--- src/vic_pkg.sv ---
// Purpose: shared constants and carrier types of the vectored interrupt controller
// Assumes: 32-bit Avalon-MM register window, byte addresses
// Notes:   vector slots are numbered in priority order, slot 0 highest
package vic_pkg;
    localparam int          NSRC      = 12;
    localparam int          NTM       = 10;
    localparam int          PCW       = 13;
    localparam int          STK_DEPTH = 8;
    localparam logic [3:0]  STK_FULL  = 4'h8;
    // vector slots
    localparam int          V_EXT0 = 0;
    localparam int          V_EXT1 = 1;
    localparam int          V_LN3  = 2;
    localparam int          V_CONV = 3;
    localparam int          V_MF0  = 4;
    localparam int          V_NVM  = 9;
    localparam int          V_TB0  = 10;
    localparam int          V_TB1  = 11;
    localparam logic [12:0] VEC_BASE = 13'h0004;
    // register byte offsets
    localparam logic [7:0]  A_CTRL  = 8'h00;
    localparam logic [7:0]  A_FLAG  = 8'h04;
    localparam logic [7:0]  A_EN    = 8'h08;
    localparam logic [7:0]  A_TMF   = 8'h0C;
    localparam logic [7:0]  A_TME   = 8'h10;
    localparam logic [7:0]  A_EDGE  = 8'h14;
    localparam logic [7:0]  A_PSC   = 8'h18;
    localparam logic [7:0]  A_TICK0_CONTROL_REG  = 8'h1C;
    localparam logic [7:0]  A_TICK1_CONTROL_REG  = 8'h20;
    localparam logic [7:0]  A_PULL  = 8'h24;
    localparam logic [7:0]  A_STAT  = 8'h28;
    // field positions and reset values
    localparam int          TB_ON   = 7;
    localparam logic [7:0]  TBC_MSK = 8'h87;
    localparam logic [3:0]  TB1_SH  = 4'h4;
    localparam logic [1:0]  PSC_SYS = 2'h0;
    localparam logic [1:0]  PSC_DV4 = 2'h1;
    localparam logic [1:0]  DIV4_LAST = 2'h3;
    localparam logic [1:0]  EDG_OFF = 2'h0;
    localparam logic [1:0]  EDG_RIS = 2'h1;
    localparam logic [1:0]  EDG_FAL = 2'h2;
    localparam logic [1:0]  EDG_BTH = 2'h3;
    localparam logic [7:0]  RST_PSC = 8'h00;

    typedef struct packed {
        logic        read;
        logic        write;
        logic [7:0]  address;
        logic [31:0] writedata;
    } vic_av_req_t;

    typedef struct packed {
        logic           boundary;  // instruction boundary, may take
        logic           call;      // subroutine call pushes
        logic           ret;       // plain return pops
        logic           return_from_irq_instr;      // return from irq pops, re-enables
        logic [PCW-1:0] pc_next;   // next instruction address
    } vic_core_t;

    typedef struct packed {
        logic                          gie;
        logic [NSRC-1:0]               flag;
        logic [NSRC-1:0]               en;
        logic [NTM-1:0]                tmf;
        logic [NTM-1:0]                tme;
        logic [5:0]                    edg;
        logic [1:0]                    psc;
        logic [7:0]                    tick0_control_reg;
        logic [7:0]                    tick1_control_reg;
        logic [1:0]                    pull;
        logic [1:0]                    pin_q;
        logic                          ln3_q;
        logic [1:0]                    div;
        logic [10:0]                   cnt0;
        logic [10:0]                   cnt1;
        logic [3:0]                    sp;
        logic [STK_DEPTH-1:0][PCW-1:0] stk;
        logic                          pc_load;
        logic [PCW-1:0]                pc_val;
        logic                          wake;
        logic                          ack;
        logic [31:0]                   rdata;
    } vic_state_t;
endpackage : vic_pkg

--- src/vic_top.sv ---
// Purpose: vectored interrupt controller with hardware return stack and tick generators
// Assumes: all inputs synchronous to i_core_clk; event inputs are one-cycle pulses
// Notes:   registers on Avalon-MM, one wait state per access
`timescale 1ns/1ns
`default_nettype none
module vic_top
    import vic_pkg::*;
(
    input  wire logic              i_core_clk,        // system clock, 25 MHz
    input  wire logic              i_sys_rst,         // sync reset, high
    input  wire vic_av_req_t       i_av,              // avalon request
    output logic                   o_av_waitrequest,  // avalon wait
    output logic [31:0]            o_av_readdata,     // avalon read data
    input  wire vic_core_t         i_core,            // core sequencing
    output logic                   o_pc_load,         // pulse: load pc
    output logic [PCW-1:0]         o_pc_value,        // pc to load
    output logic                   o_wake,            // pulse: wake core
    input  wire logic [1:0]        i_ext_irq_pins,    // external pins
    input  wire logic              i_msg_rx_irq_out,  // bus ctrl irq level
    input  wire logic              i_conv_done,       // conversion done pulse
    input  wire logic              i_nvm_done,        // nvm cycle end pulse
    input  wire logic [NTM-1:0]    i_tm_match,        // {A,P} per timer
    input  wire logic              i_sub_tick,        // low-speed clock tick
    output logic [1:0]             o_pullup_en        // pin pull-high enables
);
    vic_state_t      s;
    vic_state_t      n;
    logic            acc;
    logic            wr;
    logic            take;
    logic [3:0]      idx;
    logic [NSRC-1:0] pend;
    logic [NSRC-1:0] set;
    logic [NTM-1:0]  tm_set;
    logic            psc_en;
    logic            hit0;
    logic            hit1;

    // vector slots, priority falls with the slot number:
    //   slot 0   external pin 0
    //   slot 1   external pin 1
    //   slot 2   line three, fed by the message receive level
    //   slot 3   conversion done
    //   slot 4   group 0, timer 0 members
    //   slot 5   group 1, timer 1 members
    //   slot 6   group 2, timer 2 members
    //   slot 7   group 3, timer 3 members
    //   slot 8   group 4, timer 4 members
    //   slot 9   memory cycle done
    //   slot 10  tick 0 overflow
    //   slot 11  tick 1 overflow
    // vector address is the base plus four bytes per slot

    // register window, one word each, data in the low bits:
    //   ctrl     bit 0 global enable
    //   flag     one request flag per slot, writable by software
    //   en       one enable per slot
    //   tmf      member flags, never cleared by service
    //   tme      member enables, gate the group flag only
    //   edge     two bits per edge-detected line
    //   psc      prescaler source for both tick dividers
    //   tick0_control_reg     bit 7 on, low three bits period code
    //   tick1_control_reg     same layout, four octaves slower
    //   pull     pull-high enables of the two pins
    //   stat     read only, stack pointer and full bit
    // unmapped reads answer zero, unmapped writes vanish

    // edge detect for one pin under a 2-bit mode
    function automatic logic edge_hit(input logic [1:0] mode, input logic prev, input logic cur);
        case (mode)
            EDG_RIS: edge_hit = !prev && cur;
            EDG_FAL: edge_hit = prev && !cur;
            EDG_BTH: edge_hit = prev != cur;
            default: edge_hit = 1'b0;
        endcase
    endfunction : edge_hit

    // divider overflow when the low sh bits are all ones
    function automatic logic tick_hit(input logic [10:0] cnt, input logic [3:0] sh);
        logic [11:0] mask;
        mask = (12'h001 << sh) - 12'h001;
        tick_hit = (cnt & mask[10:0]) == mask[10:0];
    endfunction : tick_hit

    // lowest set bit wins
    function automatic logic [3:0] first_set(input logic [NSRC-1:0] v);
        first_set = 4'h0;
        for (int k = NSRC - 1; k >= 0; k--) begin
            if (v[k]) begin
                first_set = 4'(k);
            end
        end
    endfunction : first_set

    // one wait state: answer stands at the edge after the request appears
    assign acc              = i_av.read || i_av.write;
    assign wr               = i_av.write && s.ack;
    assign o_av_waitrequest = acc && !s.ack;
    assign o_av_readdata    = s.rdata;
    assign o_pc_load        = s.pc_load;
    assign o_pc_value       = s.pc_val;
    assign o_wake           = s.wake;
    assign o_pullup_en      = s.pull;

    // prescaler source; sub clock arrives as an enable pulse
    always_comb begin
        case (s.psc)
            PSC_SYS: psc_en = 1'b1;
            PSC_DV4: psc_en = s.div == DIV4_LAST;
            default: psc_en = i_sub_tick;
        endcase
    end

    // tick overflows; tick1 sits four octaves below tick0
    assign hit0 = s.tick0_control_reg[TB_ON] && psc_en && tick_hit(s.cnt0, {1'b0, s.tick0_control_reg[2:0]});
    assign hit1 = s.tick1_control_reg[TB_ON] && psc_en && tick_hit(s.cnt1, {1'b0, s.tick1_control_reg[2:0]} + TB1_SH);

    // member events latch; group flag follows an enabled member set
    assign tm_set = i_tm_match;
    always_comb begin
        set          = '0;
        set[V_EXT0]  = edge_hit(s.edg[1:0], s.pin_q[0], i_ext_irq_pins[0]);
        set[V_EXT1]  = edge_hit(s.edg[3:2], s.pin_q[1], i_ext_irq_pins[1]);
        set[V_LN3]   = edge_hit(s.edg[5:4], s.ln3_q, i_msg_rx_irq_out);
        set[V_CONV]  = i_conv_done;
        set[V_NVM]   = i_nvm_done;
        set[V_TB0]   = hit0;
        set[V_TB1]   = hit1;
        for (int g = 0; g < 5; g++) begin
            set[V_MF0 + g] = |(tm_set[2*g +: 2] & s.tme[2*g +: 2]);
        end
    end

    // pending and take; a stack move in the same cycle defers the take
    assign pend = s.flag & s.en;
    assign idx  = first_set(pend);
    assign take = s.gie && |pend && (s.sp != STK_FULL) && i_core.boundary
                  && !(i_core.call || i_core.ret || i_core.return_from_irq_instr);

    // next state
    always_comb begin
        n         = s;
        n.ack     = acc && !s.ack;
        n.pc_load = 1'b0;
        n.pin_q   = i_ext_irq_pins;
        n.ln3_q   = i_msg_rx_irq_out;
        n.div     = s.div + 2'h1;
        // free-running dividers, held at zero while off
        if (!s.tick0_control_reg[TB_ON]) begin
            n.cnt0 = '0;
        end else if (psc_en) begin
            n.cnt0 = s.cnt0 + 11'h001;
        end
        if (!s.tick1_control_reg[TB_ON]) begin
            n.cnt1 = '0;
        end else if (psc_en) begin
            n.cnt1 = s.cnt1 + 11'h001;
        end
        // register read data, captured before the answering edge
        if (acc && !s.ack) begin
            case (i_av.address)
                A_CTRL:  n.rdata = {31'h0, s.gie};
                A_FLAG:  n.rdata = {20'h0, s.flag};
                A_EN:    n.rdata = {20'h0, s.en};
                A_TMF:   n.rdata = {22'h0, s.tmf};
                A_TME:   n.rdata = {22'h0, s.tme};
                A_EDGE:  n.rdata = {26'h0, s.edg};
                A_PSC:   n.rdata = {30'h0, s.psc};
                A_TICK0_CONTROL_REG:  n.rdata = {24'h0, s.tick0_control_reg};
                A_TICK1_CONTROL_REG:  n.rdata = {24'h0, s.tick1_control_reg};
                A_PULL:  n.rdata = {30'h0, s.pull};
                A_STAT:  n.rdata = {27'h0, s.sp == STK_FULL, s.sp};
                default: n.rdata = 32'h0;
            endcase
        end
        // software writes; reserved bits dropped
        if (wr) begin
            case (i_av.address)
                A_CTRL:  n.gie  = i_av.writedata[0];
                A_FLAG:  n.flag = i_av.writedata[NSRC-1:0];
                A_EN:    n.en   = i_av.writedata[NSRC-1:0];
                A_TMF:   n.tmf  = i_av.writedata[NTM-1:0];
                A_TME:   n.tme  = i_av.writedata[NTM-1:0];
                A_EDGE:  n.edg  = i_av.writedata[5:0];
                A_PSC:   n.psc  = i_av.writedata[1:0];
                A_TICK0_CONTROL_REG:  n.tick0_control_reg = i_av.writedata[7:0] & TBC_MSK;
                A_TICK1_CONTROL_REG:  n.tick1_control_reg = i_av.writedata[7:0] & TBC_MSK;
                A_PULL:  n.pull = i_av.writedata[1:0];
                default: n.gie  = n.gie;
            endcase
        end
        // stack moves from the core
        if (i_core.call && s.sp != STK_FULL) begin
            n.stk[s.sp[2:0]] = i_core.pc_next;
            n.sp             = s.sp + 4'h1;
        end else if ((i_core.ret || i_core.return_from_irq_instr) && s.sp != 4'h0) begin
            n.sp      = s.sp - 4'h1;
            n.pc_load = 1'b1;
            n.pc_val  = s.stk[s.sp[2:0] - 3'h1];
            n.gie     = i_core.return_from_irq_instr ? 1'b1 : n.gie;
        end
        // take: push, vector, block nesting, clear the serviced flag only
        if (take) begin
            n.stk[s.sp[2:0]] = i_core.pc_next;
            n.sp             = s.sp + 4'h1;
            n.pc_load        = 1'b1;
            n.pc_val         = VEC_BASE + {7'h0, idx, 2'h0};
            n.gie            = 1'b0;
            n.flag[idx]      = 1'b0;
        end
        // hardware sets win over software and service clears
        n.flag = n.flag | set;
        n.tmf  = n.tmf | tm_set;
        // wake on any rising flag, enables ignored
        n.wake = |(n.flag & ~s.flag) || |(n.tmf & ~s.tmf);
    end

    // state register
    always_ff @(posedge i_core_clk) begin
        if (i_sys_rst) begin
            s      <= '0;
            s.psc  <= RST_PSC[1:0];
        end else begin
            s <= n;
        end
    end
endmodule : vic_top
`default_nettype wire

--- config.mk ---
export PLATFORM = sky130hd
export DESIGN_NAME = vic_top
export DESIGN_NICKNAME = d
export VERILOG_FILES = /design/src/vic_pkg.sv /design/src/vic_top.sv
export SDC_FILE = /design/constraint.sdc
export NUM_CORES = 1
export LEC_CHECK = 0
export ABC_AREA = 1
export BUFFER_PORTS_ARGS = -buffer_cell sky130_fd_sc_hd__clkbuf_2
export CAP_MARGIN = 20
export CORE_MARGIN = 5
export CORE_UTILIZATION = 50
export DETAILED_ROUTE_END_ITERATION = 6
export PLACE_DENSITY = 0.7
export RECOVER_POWER = 100
export SLEW_MARGIN = 15
export SYNTH_ARGS = -nofsm -noshare
export SYNTH_HDL_FRONTEND = slang
export SYNTH_SLANG_ARGS = --single-unit
--- constraint.sdc ---
create_clock -name i_core_clk -period 2.6 [get_ports i_core_clk]
set_input_delay 0.39 -clock i_core_clk [delete_from_list [all_inputs] [get_ports i_core_clk]]
set_output_delay 0.39 -clock i_core_clk [all_outputs]
set_load 0.005 [all_outputs]
== Word level (Yosys, flattened, before mapping) ==
Cells that the tools add are included.
Storage, ports and cells
  output and inout bits: 50
  flip-flop bits (word level): 246
  word-level logic and storage cells: 196
  input port bits: 77
Cells by class
  equality and inequality tests: 29
  multiplexer cells: 46
  reduce and logical (&&, ||, !) cells: 57
  order comparisons: 5
  shift-type cells: 2
  bitwise logic cells: 18
  $add $sub $neg: 10
Operator list (count)
  bitwise mux 104 bit: 2
  one-hot mux 12 bit (11 select lines): 1
  two-way mux 122 bit: 1
  two-way mux 104 bit: 1
  two-way mux 71 bit: 1
  two-way mux 4 bit: 14
  binary-select mux 13 bit (select 3 bit): 1
  demux 13 bit (select 3 bit): 1
  bitwise AND 12 bit: 3
  two-way mux 12 bit: 3
  equality test 8 x 5 -> 1 bit (second input constant): 4
  two-way mux 14 bit: 2
  two-way mux 13 bit: 2
  equality test 8 x 6 -> 1 bit (second input constant): 3
  inverter 12 bit: 2
  OR reduction 12 bit: 2
  adder 11 x 1 -> 11 bit (second input constant): 2
  bitwise AND 11 bit: 2
  equality test 11 bit: 2
  subtractor 11 x 1 -> 11 bit (second input constant): 2
  logical AND 1 bit: 20
  two-way mux 10 bit: 2
  equality test 8 x 4 -> 1 bit (second input constant): 2
  two-way mux 8 bit: 2
  41 further kinds: 90

== Longest topological paths before layout ==
  depth after elaboration: 24
  gate-level depth with buffers: 26
  mapped depth without buffers: 26

== Worst setup path before layout ==
Ideal clock, no wire load.
  path kind: register to register
  start: register s[152] (netlist name)
  end: register s[155] (netlist name)
  setup slack: 0.217 ns
  library setup time: 0.122 ns
  cell stages (with the launch flop): 19
  data arrival time: 2.261 ns
  path buffers: 3
  clock period less this slack: 2.383 ns
  cells stage by stage: dfxtp_1 -> buf_2 -> inv_2 -> buf_1 -> ha_1 -> nand2_4 -> nor2_4 -> inv_2 -> nand2_2 -> inv_2 -> o21ai_2 -> inv_2 -> nor2_4 -> inv_2 -> buf_8 -> o21ai_0 -> nand2_1 -> o21ai_0 -> a21oi_1
On the way
  longest elaborated chain between the ends: 5
RTL lines
  start: declaration: line vic_top.sv:26  | vic_state_t s;
  start signal: assignment: line vic_top.sv:224  | s <= n;
  parallel branches: the longest is 5 deep, another holds subtractor 4 x 1 -> 4 bit
Parallel ways; which one is timed is not known. The select of a mux whose other input is x is not followed.
A chain may end at the register's enable or synchronous reset.

== Final worst setup path ==
  start: register s[154] (netlist name)
  end: register s[90] (netlist name)
On the way
  longest elaborated chain between the ends: 8
RTL lines
  < comparator 3 x 4 -> 1 bit (implied by the code) or greater-or-equal comparator 3 x 1 -> 1 bit (tied branches): line vic_top.sv:194, vic_top.sv:204
  logical AND 1 bit (implied by the code): line vic_top.sv:194, vic_top.sv:204
  two-way mux 13 bit (implied by the code): line vic_top.sv:194, vic_top.sv:204
  demux 13 bit (select 3 bit): line vic_top.sv:194, vic_top.sv:204
  bitwise mux 104 bit: line vic_top.sv:194  | n.stk[s.sp[2:0]] = i_core.pc_next;
  two-way mux 104 bit: line vic_top.sv:193  | if (i_core.call && s.sp != STK_FULL) begin
  bitwise mux 104 bit: line vic_top.sv:204  | n.stk[s.sp[2:0]] = i_core.pc_next;
  two-way mux 122 bit (*): line vic_top.sv:203  | if (take) begin
Mark *: on every way between the ends. The rest lies on a longest branch, timed or not.

==> results.md <==
* Critical Path Sink Type: flip-flop
* Pre-antenna DRT Iters at 5
* Critical path type: flip-flop to flip-flop
* DR vias at about 10000
* Worst-path clk slew at about 0.060 ns
* Clk buf depth at 3
* Worst-Margin Slew at 0.8795 ns
* Maximum clock rate at around 420 MHz
* Crit Path Max Fanout at 13
* Top-level port count at approximately 130
* Yosys cell types at 46
* PwrDens at between 800 and 900 nW/um^2
* Sw Ratio at 0.3303
* First-pass GRT wire length at ~47000 um
* Number of remaining DRC errors at 0
* Yosys warnings at 0
* Met2 WL at ~14000 um
* Final setup violation count at 0
* Syn avg cell area at 6.950 um^2
* Initial core utilization at 0.5031
* Drt initial violations at 874
* DR vias/cell at between 5 and 6
* CP Launch Type: flip-flop
* Pin count of the biggest net entering global routing at roughly 110
* Final period util at 0.9129
* GRT overflow at 0
* Status: finished, final reports clean
* Leak pwr at between 4 and 5 nW
* H-tree depth at 1
* DRT antenna net count at 0
* Arrival time worst endpoint at ~2.8 ns
* Routed WL at ~30000 um
* Cell Int Power at 6.613 mW
* Clk_lat worst skew at about 0.53 ns
* FF+latch count, synth at 222
* Hold Fails Final Rpt at 0
* Final cell count without fillers at ~1900
* Met3 WL at slightly below 2000 um
* Part of the Yosys area used for sequential elements at 0.4086
* Ant. Diodes at 0
* IO Port Bufs at 86
* Worst Path Required at around 3.0 ns
* Switching pwr at between 3 and 4 mW
* Hold WS at 0.1178 ns
* Combinational Power Share at 0.266
* Post-synth ARST share at 0
* Final Skew at 0.01881 ns
* Sequential Power Share at 0.394
* Chip Width at 157.5 um
* Core area at 21620 um^2
* Top_reg_cell synth: dfxtp_1
* Gpl congestion at around 0.89
* Layout cells sized above 1 at 0.1110
* Cells after Synth at ~1600
* Clock sinks at 222
* Metal-1 WL at 12880 um
* RSZ-0062 raised after global routing: yes
* Highest routed layer: met4
* Slew HR at 0.4136
* Die ar. at between 20000 and 25000 um^2
* Cell Rows at 54
* Syn Std Cell Area at around 11000 um^2
* Placed cells at approximately 1900
* TritonCTS Buffers at 24
* Final min period at approximately 2.4 ns
* Hold Path Class: input pin to flip-flop
* Die height at 157.5 um
* Post-detail-place hpwl at between 15000 and 20000 um
* Initial antenna violation count at 0
* Nets at around 1700
* WL/cell at around 16 um
* Clock root buffer: clkbuf_16
* Max VDD drop at roughly 0.58 mV
* Max cap viols at 0
* CTS tree: yes
* Slew Viols, Final at 0
* Clk pwr share at 0.339
* Area grow syn2layout at 10.77%
* GR Util All Layers at 0.2321
* Number of global-route vias before repair at between 9000 and 10000
* Number of flops mapped to enable cells by yosys at 0
## path summary, 6_finish.rpt
kind / startpoint / endpoint / slack, ns / cells after the start
worst max-delay path: s[154] / s[90] / 0.23 / 14
worst min register to register: s[178] / s[178] / 0.43 / 1
worst min-delay path: i_nvm_done / s[250] / 0.12 / 3
worst max register to register: s[154] / s[90] / 0.23 / 14
## routing by layer
layer,global-route usage,up-vias
met5,0,-
met4,0.07620,0
met3,0.03712,59
met2,0.3861,298
met1,0.3090,4641
li1,-,5114
## cells by family (layout without fill, tap and decap cells)
| kind of cell | Yosys count | after routing | share of synthesized area |
|---|---|---|---|
| AOI/OAI and AO/OA | 468 | 468 | 0.2290 |
| adders and majority gates | 13 | 13 | 0.01495 |
| other | 1 | 20 | 0.0003448 |
| muxes | 11 | 11 | 0.01139 |
| xor gates and xnor gates | 1 | 1 | 0.0008054 |
| and+or+nand+nor | 529 | 530 | 0.2020 |
| buffers and inverters | 320 | 357 | 0.1329 |
| DFF | 222 | 222 | 0.4086 |
## synth_stat cells (14+ instances only)
cell      instances  area, um^2
o21ai_0         238        1191
nand2_1         228       855.8
dfxtp_1         222        4444
nor2_1          222       833.3
inv_1           191       716.9
a21oi_1         162       810.8
buf_4            53       397.9
clkbuf_1         44       165.2
nand3_1          35       175.2
o22ai_1          20       125.1
buf_2            14       70.07
nor3_1           14       70.07
## power groups by stage
stage	registers (mW)	logic, mW	clock network (mW)
after global routing	3.93	2.94	3.56
after CTS	3.89	2.60	3.41
final	3.90	2.63	3.35
after floorplan	3.94	1.90	0
after detailed placement	3.96	2.58	0
after global placement	3.95	2.56	0
## critical path, stage by stage, from the launching register on
cell and delay [ns]:
dfxtp_1 0.45, inv_2 0.17, nand2_4 0.11, nor2_4 0.04
inv_2 0.09, nand2_2 0.09, inv_2 0.06, o21ai_2 0.06
inv_2 0.12, nor2_4 0.06, inv_2 0.14, buf_4 0.24
nand4_4 0.30, o21ai_0 0.28, a21oi_1 0.06
## metrics by stage
| step | utilization | area (um^2) | setup TNS [ns] | worst slack, ns | total power, mW |
|---|---|---|---|---|---|
| global placement | 0.5205 | 11250 | 0 | 0.02399 | 6.510 |
| detailed placement | 0.5205 | 11250 | -0.02491 | -0.01222 | 6.545 |
| floorplan | - | 10950 | 0 | 0.2167 | 5.836 |
| CTS | 0.5565 | 12030 | 0 | 0.06091 | 9.904 |
| global route | 0.5572 | 12050 | -0.003906 | -0.003906 | 10.43 |
| finish | 0.5572 | 12050 | 0 | 0.2264 | 9.873 |
## what timing repair did
item | CTS | global route
endpoints found under the setup margin | 0 | 14
setup buffers | 0 | 0
hold buffers | 0 | 0
gates resized for setup | 0 | 8
## layout make-up
class / count / area (um^2)
fillers: 2129 / 9573
multi-input cells: 1043 / 5097
flip-flops and latches: 222 / 4447
inverters: 203 / 763.2
clock buffers: 35 / 701.9
repair buffers: 111 / 611.8
well taps: 280 / 350.3
clock inverters: 8 / 76.32
## cells in the final DEF, fill, tap and decap left out, types with 2 or more instances in the layout
master,synthesis,routed
nand3_1,35,35
nand2_1,228,225
clkbuf_8,0,6
o211ai_2,2,2
dfxtp_1,222,220
clkbuf_2,1,64
o221ai_1,2,2
conb_1,1,20
clkinv_1,3,2
o2111ai_1,3,3
o211ai_1,11,11
mux2_2,11,11
buf_12,0,2
clkbuf_16,0,24
clkinv_2,0,7
o21ai_0,238,238
dfxtp_2,0,2
o21ai_1,7,7
a221oi_1,8,8
nand2_4,6,7
nor2_2,3,4
or2_2,3,3
nand4_4,1,2
o22ai_1,20,20
a21oi_1,162,162
nand4_1,4,4
a31oi_1,8,8
nor2_1,222,221
nor3b_1,2,2
inv_1,191,191
buf_4,53,22
nand2_2,4,6
a211oi_1,2,2
inv_2,9,9
nor3_1,14,14
clkbuf_1,44,28
nor2_4,4,4
ha_1,13,12
## registers in the layout, indices dropped and copies added, names as in the netlist
signal,flops
s,193
o_pc_value,13
o_av_readdata,12
o_pullup_en,2
o_pc_load,1
o_wake,1
Note: power is estimated with default switching activity, not from simulation.
